`src/dcs_pkg.sv`:
```
`default_nettype none

package dcs_pkg;

    // *****************************************************************
    // Sizes
    // *****************************************************************
    localparam int          DCS_NUM_CH     = 8;
    localparam int          DCS_CH_W       = 3;
    localparam int          DCS_ADDR_W     = 16;
    localparam int          DCS_BUS_AW     = 5;
    localparam int          DCS_IRQ_W      = 3;

    // *****************************************************************
    // Register byte offsets
    // *****************************************************************
    localparam logic [4:0]  DCS_OFF_COLL   = 5'h00;
    localparam logic [4:0]  DCS_OFF_STATE  = 5'h04;
    localparam logic [4:0]  DCS_OFF_ADDR   = 5'h08;
    localparam logic [4:0]  DCS_OFF_ISTAT  = 5'h0C;
    localparam logic [4:0]  DCS_OFF_IMASK  = 5'h10;

    // *****************************************************************
    // Field positions
    // *****************************************************************
    localparam int          DCS_PCOL_LSB   = 8;
    localparam int          DCS_RCOL_LSB   = 0;
    localparam int          DCS_LAST_LSB   = 8;
    localparam int          DCS_BUF_LSB    = 0;
    localparam int          DCS_IRQ_PCOL   = 0;
    localparam int          DCS_IRQ_RCOL   = 1;
    localparam int          DCS_IRQ_DONE   = 2;

    // *****************************************************************
    // Reset values
    // *****************************************************************
    localparam logic [15:0] DCS_COLL_RST   = 16'h0000;
    localparam logic [3:0]  DCS_LAST_ACTIVE_CHANNEL_RST  = 4'hF;
    localparam logic        DCS_BUF_RST    = 1'b0;
    localparam logic [15:0] DCS_ADDR_RST   = 16'h0000;
    localparam logic [2:0]  DCS_IRQ_RST    = 3'h0;
    localparam logic [31:0] DCS_RDATA_RST  = 32'h0000_0000;

    // *****************************************************************
    // Channel operating modes
    // *****************************************************************
    typedef enum logic [1:0] {
        DCS_MODE_CONT       = 2'b00,
        DCS_MODE_ONESHOT    = 2'b01,
        DCS_MODE_PP_CONT    = 2'b10,
        DCS_MODE_PP_ONESHOT = 2'b11
    } dcs_mode_t;

endpackage

`default_nettype wire

```
`src/dcs_pingpong.sv`:
```
`timescale 1ns/1ps
`default_nettype none

module dcs_pingpong
    import dcs_pkg::*;
(
    // Clock and reset
    input  wire logic       clk,
    input  wire logic       rst,
    // Channel control
    input  wire logic [1:0] mode,
    input  wire logic       block_done,
    // Buffer select
    output var  logic       status
);

    logic pp_mode;

    always_comb begin
        pp_mode = (mode == DCS_MODE_PP_CONT) || (mode == DCS_MODE_PP_ONESHOT);
    end

    // *****************************************************************
    // Buffer select flip-flop
    // *****************************************************************
    always_ff @(posedge clk) begin
        if (rst) begin
            status <= DCS_BUF_RST;
        end else if (block_done && pp_mode) begin
            status <= ~status;
        end
    end

    AST_PP_TOGGLE: assert property (
        @(posedge clk) disable iff (rst)
        (block_done && mode[1]) |=> (status != $past(status))
    ) else $error("buffer select did not alternate");

    AST_PP_HOLD: assert property (
        @(posedge clk) disable iff (rst)
        !(block_done && mode[1]) |=> $stable(status)
    ) else $error("buffer select changed outside a ping-pong block end");

    AST_PP_RESET: assert property (
        @(posedge clk) disable iff (rst)
        $fell(rst) |-> (status == 1'b0)
    ) else $error("buffer select not primary after reset");

endmodule

`default_nettype wire

```
`src/dcs_status.sv`:
```
// Contract
// Sticky per-channel peripheral write collision flags, upper byte
// Sticky per-channel RAM write collision flags, lower byte
// Last channel field resets to all ones
// Each transfer loads last channel number 0-7
// Per-channel buffer select bit, resets to primary
// Register holds most recent RAM address accessed
// Upper four bits of channel state read zero
// Buffer select toggles only in ping-pong modes
// Same-cycle DMA and processor write flags collision
//
// The Avalon-MM interface to the registers and the address map are this design's own decisions.
`timescale 1ns/1ps
`default_nettype none

module dcs_status
    import dcs_pkg::*;
(
    // Clock and reset
    input  wire logic        CLK,
    input  wire logic        RST,
    // Avalon-MM slave
    input  wire logic [4:0]  AVS_ADDRESS,
    input  wire logic        AVS_READ,
    input  wire logic        AVS_WRITE,
    input  wire logic [31:0] AVS_WRITEDATA,
    input  wire logic [3:0]  AVS_BYTEENABLE,
    output var  logic [31:0] AVS_READDATA,
    output var  logic        AVS_WAITREQUEST,
    // Transfer engine events
    input  wire logic        XFER_DONE,
    input  wire logic [2:0]  XFER_CHANNEL,
    input  wire logic [7:0]  BLOCK_DONE,
    input  wire logic [15:0] CH_MODE,
    // DMA bus activity
    input  wire logic [2:0]  DMA_CHANNEL,
    input  wire logic        DMA_PERIPH_WR,
    input  wire logic [15:0] DMA_PERIPH_ADDR,
    input  wire logic        DMA_RAM_ACC,
    input  wire logic        DMA_RAM_WR,
    input  wire logic [15:0] DMA_RAM_ADDR,
    // Processor bus activity
    input  wire logic        CPU_PERIPH_WR,
    input  wire logic [15:0] CPU_PERIPH_ADDR,
    input  wire logic        CPU_RAM_WR,
    input  wire logic [15:0] CPU_RAM_ADDR,
    // Interrupt
    output var  logic        IRQ
);

    // *****************************************************************
    // Declarations
    // *****************************************************************
    logic [7:0]  periph_flag;
    logic [7:0]  ram_flag;
    logic [3:0]  last_ch;
    logic [7:0]  buf_sel;
    logic [15:0] coll_flags;
    logic [15:0] recent_addr;
    logic [2:0]  irq_stat;
    logic [2:0]  irq_mask;
    logic        periph_hit;
    logic        ram_hit;
    logic [7:0]  periph_set;
    logic [7:0]  ram_set;
    logic [2:0]  irq_event;
    logic        bus_req;
    logic        bus_ack;
    logic        wr_en;
    logic [15:0] be_mask;
    logic [15:0] coll_clr;
    logic [2:0]  irq_clr;
    logic [31:0] next_rdata;

    function automatic logic [7:0] chan_onehot(input logic [2:0] ch);
        chan_onehot = 8'h01 << ch;
    endfunction

    // *****************************************************************
    // Collision detection
    // *****************************************************************
    always_comb begin
        periph_hit = DMA_PERIPH_WR && CPU_PERIPH_WR
                     && (DMA_PERIPH_ADDR == CPU_PERIPH_ADDR);
        ram_hit    = DMA_RAM_WR && CPU_RAM_WR
                     && (DMA_RAM_ADDR == CPU_RAM_ADDR);
        periph_set = periph_hit ? chan_onehot(DMA_CHANNEL) : 8'h00;
        ram_set    = ram_hit ? chan_onehot(DMA_CHANNEL) : 8'h00;
        irq_event  = {XFER_DONE, ram_hit, periph_hit};
    end

    // *****************************************************************
    // Bus slave
    // *****************************************************************
    always_comb begin
        bus_req  = AVS_READ || AVS_WRITE;
        bus_ack  = bus_req && !AVS_WAITREQUEST;
        wr_en    = AVS_WRITE && bus_ack;
        be_mask  = {{8{AVS_BYTEENABLE[1]}}, {8{AVS_BYTEENABLE[0]}}};
        coll_clr = (wr_en && AVS_ADDRESS == DCS_OFF_COLL)
                   ? (AVS_WRITEDATA[15:0] & be_mask) : 16'h0000;
        irq_clr  = (wr_en && AVS_ADDRESS == DCS_OFF_ISTAT)
                   ? (AVS_WRITEDATA[2:0] & {3{AVS_BYTEENABLE[0]}}) : 3'h0;
    end

    // One wait state: waitrequest drops for one cycle per request
    always_ff @(posedge CLK) begin
        if (RST) begin
            AVS_WAITREQUEST <= 1'b1;
        end else if (bus_req && AVS_WAITREQUEST) begin
            AVS_WAITREQUEST <= 1'b0;
        end else begin
            AVS_WAITREQUEST <= 1'b1;
        end
    end

    always_comb begin
        next_rdata = 32'h0000_0000;
        unique case (AVS_ADDRESS)
            DCS_OFF_COLL: begin
                next_rdata[15:0] = coll_flags;
            end
            DCS_OFF_STATE: begin
                next_rdata[15:0] = {4'h0, last_ch, buf_sel};
            end
            DCS_OFF_ADDR: begin
                next_rdata[15:0] = recent_addr;
            end
            DCS_OFF_ISTAT: begin
                next_rdata[2:0] = irq_stat;
            end
            DCS_OFF_IMASK: begin
                next_rdata[2:0] = irq_mask;
            end
            default: begin
                next_rdata = 32'h0000_0000;
            end
        endcase
    end

    always_ff @(posedge CLK) begin
        if (RST) begin
            AVS_READDATA <= DCS_RDATA_RST;
        end else if (AVS_READ && AVS_WAITREQUEST) begin
            AVS_READDATA <= next_rdata;
        end
    end

    // *****************************************************************
    // Collision flags
    // *****************************************************************
    // A new collision wins over a clear in the same cycle
    always_ff @(posedge CLK) begin
        if (RST) begin
            periph_flag <= DCS_COLL_RST[15:8];
        end else begin
            periph_flag <= (periph_flag & ~coll_clr[15:8]) | periph_set;
        end
    end

    always_ff @(posedge CLK) begin
        if (RST) begin
            ram_flag <= DCS_COLL_RST[7:0];
        end else begin
            ram_flag <= (ram_flag & ~coll_clr[7:0]) | ram_set;
        end
    end

    always_comb begin
        coll_flags = {periph_flag, ram_flag};
    end

    // *****************************************************************
    // Channel state
    // *****************************************************************
    always_ff @(posedge CLK) begin
        if (RST) begin
            last_ch <= DCS_LAST_ACTIVE_CHANNEL_RST;
        end else if (XFER_DONE) begin
            last_ch <= {1'b0, XFER_CHANNEL};
        end
    end

    generate
        for (genvar i = 0; i < DCS_NUM_CH; i++) begin : g_pp
            dcs_pingpong dcs_pingpong_i (
                .clk        (CLK),
                .rst        (RST),
                .mode       (CH_MODE[2*i +: 2]),
                .block_done (BLOCK_DONE[i]),
                .status     (buf_sel[i])
            );
        end
    endgenerate

    always_ff @(posedge CLK) begin
        if (RST) begin
            recent_addr <= DCS_ADDR_RST;
        end else if (DMA_RAM_ACC) begin
            recent_addr <= DMA_RAM_ADDR;
        end
    end

    // *****************************************************************
    // Interrupts
    // *****************************************************************
    always_ff @(posedge CLK) begin
        if (RST) begin
            irq_stat <= DCS_IRQ_RST;
        end else begin
            irq_stat <= (irq_stat & ~irq_clr) | irq_event;
        end
    end

    always_ff @(posedge CLK) begin
        if (RST) begin
            irq_mask <= DCS_IRQ_RST;
        end else if (wr_en && AVS_ADDRESS == DCS_OFF_IMASK && AVS_BYTEENABLE[0]) begin
            irq_mask <= AVS_WRITEDATA[2:0];
        end
    end

    always_ff @(posedge CLK) begin
        if (RST) begin
            IRQ <= 1'b0;
        end else begin
            IRQ <= |(irq_stat & irq_mask);
        end
    end

    // *****************************************************************
    // Assertions
    // *****************************************************************
    AST_PERIPH_COL_SET: assert property (
        @(posedge CLK) disable iff (RST)
        periph_hit |=> periph_flag[$past(DMA_CHANNEL)]
    ) else $error("peripheral collision not flagged");

    AST_RAM_COL_SET: assert property (
        @(posedge CLK) disable iff (RST)
        ram_hit |=> ram_flag[$past(DMA_CHANNEL)]
    ) else $error("RAM collision not flagged");

    AST_COL_STICKY: assert property (
        @(posedge CLK) disable iff (RST)
        !(wr_en && AVS_ADDRESS == DCS_OFF_COLL)
        |=> ((coll_flags & $past(coll_flags)) == $past(coll_flags))
    ) else $error("collision flag dropped without a clear");

    AST_COL_CAUSE: assert property (
        @(posedge CLK) disable iff (RST)
        (!periph_hit && !ram_hit)
        |=> ((coll_flags & ~$past(coll_flags)) == 16'h0000)
    ) else $error("collision flag set with no collision");

    AST_COL_CLEAR: assert property (
        @(posedge CLK) disable iff (RST)
        (!periph_hit && !ram_hit && coll_clr != 16'h0000)
        |=> ((coll_flags & $past(coll_clr)) == 16'h0000)
    ) else $error("collision flag not cleared by a written one");

    AST_LAST_CH_RESET: assert property (
        @(posedge CLK) disable iff (RST)
        $fell(RST) |-> (last_ch == 4'hF)
    ) else $error("last channel not all ones after reset");

    AST_LAST_CH_LOAD: assert property (
        @(posedge CLK) disable iff (RST)
        XFER_DONE |=> (last_ch == {1'b0, $past(XFER_CHANNEL)})
    ) else $error("last channel not loaded by transfer");

    AST_LAST_CH_CODE: assert property (
        @(posedge CLK) disable iff (RST)
        (last_ch[3] == 1'b0) || (last_ch == 4'hF)
    ) else $error("last channel holds a reserved code");

    AST_ADDR_LOAD: assert property (
        @(posedge CLK) disable iff (RST)
        DMA_RAM_ACC |=> (recent_addr == $past(DMA_RAM_ADDR))
    ) else $error("recent address not updated");

    AST_UNIMP_ZERO: assert property (
        @(posedge CLK) disable iff (RST)
        (AVS_READ && AVS_WAITREQUEST && AVS_ADDRESS == DCS_OFF_STATE)
        |=> (AVS_READDATA[31:12] == 20'h00000) && !AVS_WAITREQUEST
    ) else $error("unimplemented channel state bits read nonzero");

    AST_BUS_ACK: assert property (
        @(posedge CLK) disable iff (RST)
        (bus_req && AVS_WAITREQUEST) |=> !AVS_WAITREQUEST ##1 AVS_WAITREQUEST
    ) else $error("waitrequest did not drop for exactly one cycle");

    AST_IRQ_SET: assert property (
        @(posedge CLK) disable iff (RST)
        (irq_event != 3'h0) |=> ((irq_stat & $past(irq_event)) == $past(irq_event))
    ) else $error("interrupt status missed an event");

    AST_IRQ_LEVEL: assert property (
        @(posedge CLK) disable iff (RST)
        1'b1 |=> (IRQ == |($past(irq_stat) & $past(irq_mask)))
    ) else $error("interrupt output does not follow status and mask");

endmodule

`default_nettype wire

```
`config.mk`:
```
export PLATFORM = sky130hd
export DESIGN_NAME = dcs_status
export DESIGN_NICKNAME = d
export VERILOG_FILES = /design/src/dcs_pkg.sv /design/src/dcs_pingpong.sv /design/src/dcs_status.sv
export SDC_FILE = /design/constraint.sdc
export NUM_CORES = 1
export LEC_CHECK = 0
export ABC_AREA = 1
export BUFFER_PORTS_ARGS = -buffer_cell sky130_fd_sc_hd__buf_2
export CAP_MARGIN = 5
export CORE_UTILIZATION = 46
export DETAILED_ROUTE_END_ITERATION = 7
export PLACE_DENSITY_LB_ADDON = 0.25
export SLEW_MARGIN = 0
export SYNTH_ARGS = -nofsm -noshare
export SYNTH_HDL_FRONTEND = slang
export SYNTH_SLANG_ARGS = --single-unit
export TNS_END_PERCENT = 20
```
`constraint.sdc`:
```
create_clock -name CLK -period 1.31 [get_ports CLK]
set_input_delay 0.131 -clock CLK [delete_from_list [all_inputs] [get_ports CLK]]
set_output_delay 0.131 -clock CLK [all_outputs]
set_load 0.02 [all_outputs]
```
==> impl_metrics.csv <==
group,metric,value,unit
sta,setup_violations,0,
cells_and_area,layout.nets,852,
synthesis,ys_ff_latch,68,
cells_and_area,drive_above_1_share,0.246,
synthesis,synth.most_common_cell,"nand2_1",
synthesis,yosysWarnings,0,
setup_path,slowest_stage,"dfxtp_1",
setup_path,crit_chain,"buf_4, nand2_1, clkinvlp_4, o21ai_1, a21oi_1",
setup_path,cp-start-kind,"flip-flop",
route,routedWlPerCell,11.8,um
grt,grt-ovfl-total,0,
grt,track_usage,0.245,
clock_tree,clock-root-buffer,"clkbuf_8",
clock_tree,cts_buffers,9,
grt,grt_antenna_before_repair,0,
clock_tree,cts.htree.levels,3,
floorplanning,core_area,7690,um^2
synthesis,synth_cells,564,
route,ant_nets,0,
setup_path,crit-reg2reg-launch,"AVS_WAITREQUEST",
setup_path,crit_buf_inv,2,
route,drc,1,
placed_design,dpl.hpwl,7.73,mm
setup_path,required,1.52,ns
outcome,violations,"design-rule violations",
synthesis,syn_area_per_cell,6.45,um^2
synthesis,ys_top_cells_by_area,"dfxtp_1 37%, nand2_1 18%, a21oi_1 6.5%",
clock_tree,clk_latency,0.35,ns
sta,hold_violations,0,
floorplanning,initial_core_util,0.473,
grt,grt_use_met3,0.0377,
grt,top_usage_layer,"met2",
synthesis,synth.yosys.seq_area_share,0.374,
power_and_ir_drop,vdd_ir_drop_max,0.426,mV
grt,grt_max_degree,41,
clock_tree,clock-sinks,68,
route,routed_via_density,4.88,
sta,max_freq,0.810,GHz
synthesis,synth_ff_type,"dfxtp_1",
route,wl,9.63,mm
job,drv_cap,0,
setup_path,critPathKind,"reg2reg",
setup_path,cp.depth,5,
cells_and_area,syn_to_final_growth,26.3,%
synthesis,synthesis.area,3640,um^2
grt,use_met1,0.308,
setup_path,r2r_slack,0.08,ns
sta,fin_skew,0.0112,ns
floorplanning,chipWidth,90.9,um
grt,grt_pass1_vias,3693,
setup_path,cp-end-kind,"flip-flop",
synthesis,async_flop_share,0,
cells_and_area,fill_cells,771,
setup_path,path_delay_family,"buffers and inverters",
setup_path,critPathArrivalTime,1.44,ns
sta,min_period_over_period,0.942,
clock_tree,clk_pin_slew,0.06,ns
hold_path,hold_end,"AVS_WAITREQUEST",
synthesis,synth_common_cells,"173 x nand2_1, 68 x dfxtp_1, 61 x inv_1",
clock_tree,cts_tree,"built",
synthesis,yosysTopAreaCell,"dfxtp_1",
floorplanning,die_area,8270,um^2
synthesis,ys_types,25,
floorplanning,die_y,90.9,um
cells_and_area,post-route-util,0.598,
floorplanning,io_pins,179,
outcome,status,"complete, but fails checks",
hold_path,hp-class,"in2reg",
clock_tree,cts.path.max_buffers,2,
placed_design,gp_congestion,0.912,
power_and_ir_drop,p_per_area,965,nW/um^2
route,firstDrtPassIters,8,
floorplanning,num_rows,32,
placed_design,portBuffers,136,
route,drtIter0Drc,190,
grt,grt_pass1_wl,16.2,mm
cells_and_area,antenna_cells,0,
setup_path,ff2ff_path_depth,5,
setup_path,r2r_end,"AVS_READDATA[2]",
sta,fin_setup_tns,0,ns
grt,grt_util_met2,0.419,
clock_tree,cts_setup_buffers,0,
sta,rsz0062_at_grt,"yes",
sta,layout_min_cycle_time,1.23,ns
hold_path,holdPathStages,2,
synthesis,synth_edf_count,0,
setup_path,slowest_delay,0.32,ns
route,via_count,3970,
setup_path,critPathMaxFanout,16,
power_and_ir_drop,leakagePower,2.30,nW
sta,slew_viol_final,0,
synthesis,yosysTopAreaCellShare,0.374,
hold_path,hold_start,"AVS_READ",
cells by family after synthesis:
family | count (synthesis) | synth area share
compound gates | 96 | 0.136
flops | 68 | 0.374
xor+xnor | 13 | 0.0313
simple gates | 290 | 0.335
other cells | 1 | 0.00103
buf+inv | 96 | 0.122
sequential cells by signal (all words and copies together) (netlist names):
signal                      cells
AVS_WAITREQUEST                 1
ram_flag                        8
AVS_READDATA                   16
irq_mask                        3
last_ch                         4
irq_stat                        3
recent_addr                    16
periph_flag                     8
IRQ                             1
g_pp.dcs_pingpong_i.status      8
per-stage QoR:
step                hold slack (ns)  cells  total power [mW]  cell area, um^2  setup slack (ns)
floorplan                     0.247    579              2.62             3690             0.117
global placement              0.347    796              2.88             4390            0.0521
detailed placement            0.351    796              2.90             4390            0.0145
CTS                         0.00523    814              4.45             4590            0.0316
global route                0.00675    814              4.64             4590           -0.0176
finish                       0.0140    814              4.43             4590            0.0758
worst register-to-register path: stages (launching register included):
cell        delay (ns)
dfxtp_1           0.32
buf_4             0.14
nand2_1           0.11
clkinvlp_4        0.26
o21ai_1           0.19
a21oi_1           0.09
how the worst max path moves through the flow:
stage / start / endpoint
2_1_floorplan: AVS_WAITREQUEST / AVS_READDATA[8]
4_1_cts: AVS_WAITREQUEST / irq_mask[2]
3_3_place_gp: AVS_WAITREQUEST / ram_flag[1]
6_report: AVS_WAITREQUEST / AVS_READDATA[2]
3_5_place_dp: AVS_ADDRESS[2] / AVS_READDATA[2]
5_1_grt: AVS_WAITREQUEST / irq_mask[1]
what timing repair did:
item / in CTS / in global routing
hold endpoints to repair: 2 / 0
gates resized for setup: 0 / 5
endpoints found under the setup margin: 0 / 18
hold buffers: 2 / 0
routing by layer:
metal / vias up / routed length (um)
li1: 2063 / -
met1: 1714 / 4160
met2: 178 / 4600
met3: 15 / 689
met4: 0 / 182
met5: - / 0
cell usage in the layout (no fill, tap or decap), types with 8 or more instances in the layout:
cell      count
nor2_1       54
conb_1       16
nand2_1     172
buf_2       136
dfxtp_1      68
inv_1        60
nand4_1      22
a21oi_1      47
xnor2_1       8
o21ai_0      39
nor3_1        8
buf_4        12
nand3_1      23
clkbuf_8     11
power by group:
group          internal, mW  total (mW)  switching (mW)  leakage [nW]
clock network         0.792        1.57           0.778        0.0896
registers              2.14        2.18          0.0427         0.555
logic                 0.281       0.684           0.404          1.65
cell type report:
class	instances	area, um^2	share of cell area
timing repair buffer	150	791	0.172
tap	102	128	0.0278
multi-input combinational	415	1890	0.412
clock buffer	13	159	0.0346
inverter	63	240	0.0523
clock inverter	3	21.3	0.00463
sequential	68	1360	0.296
Note: power is estimated with default switching activity, not from simulation.
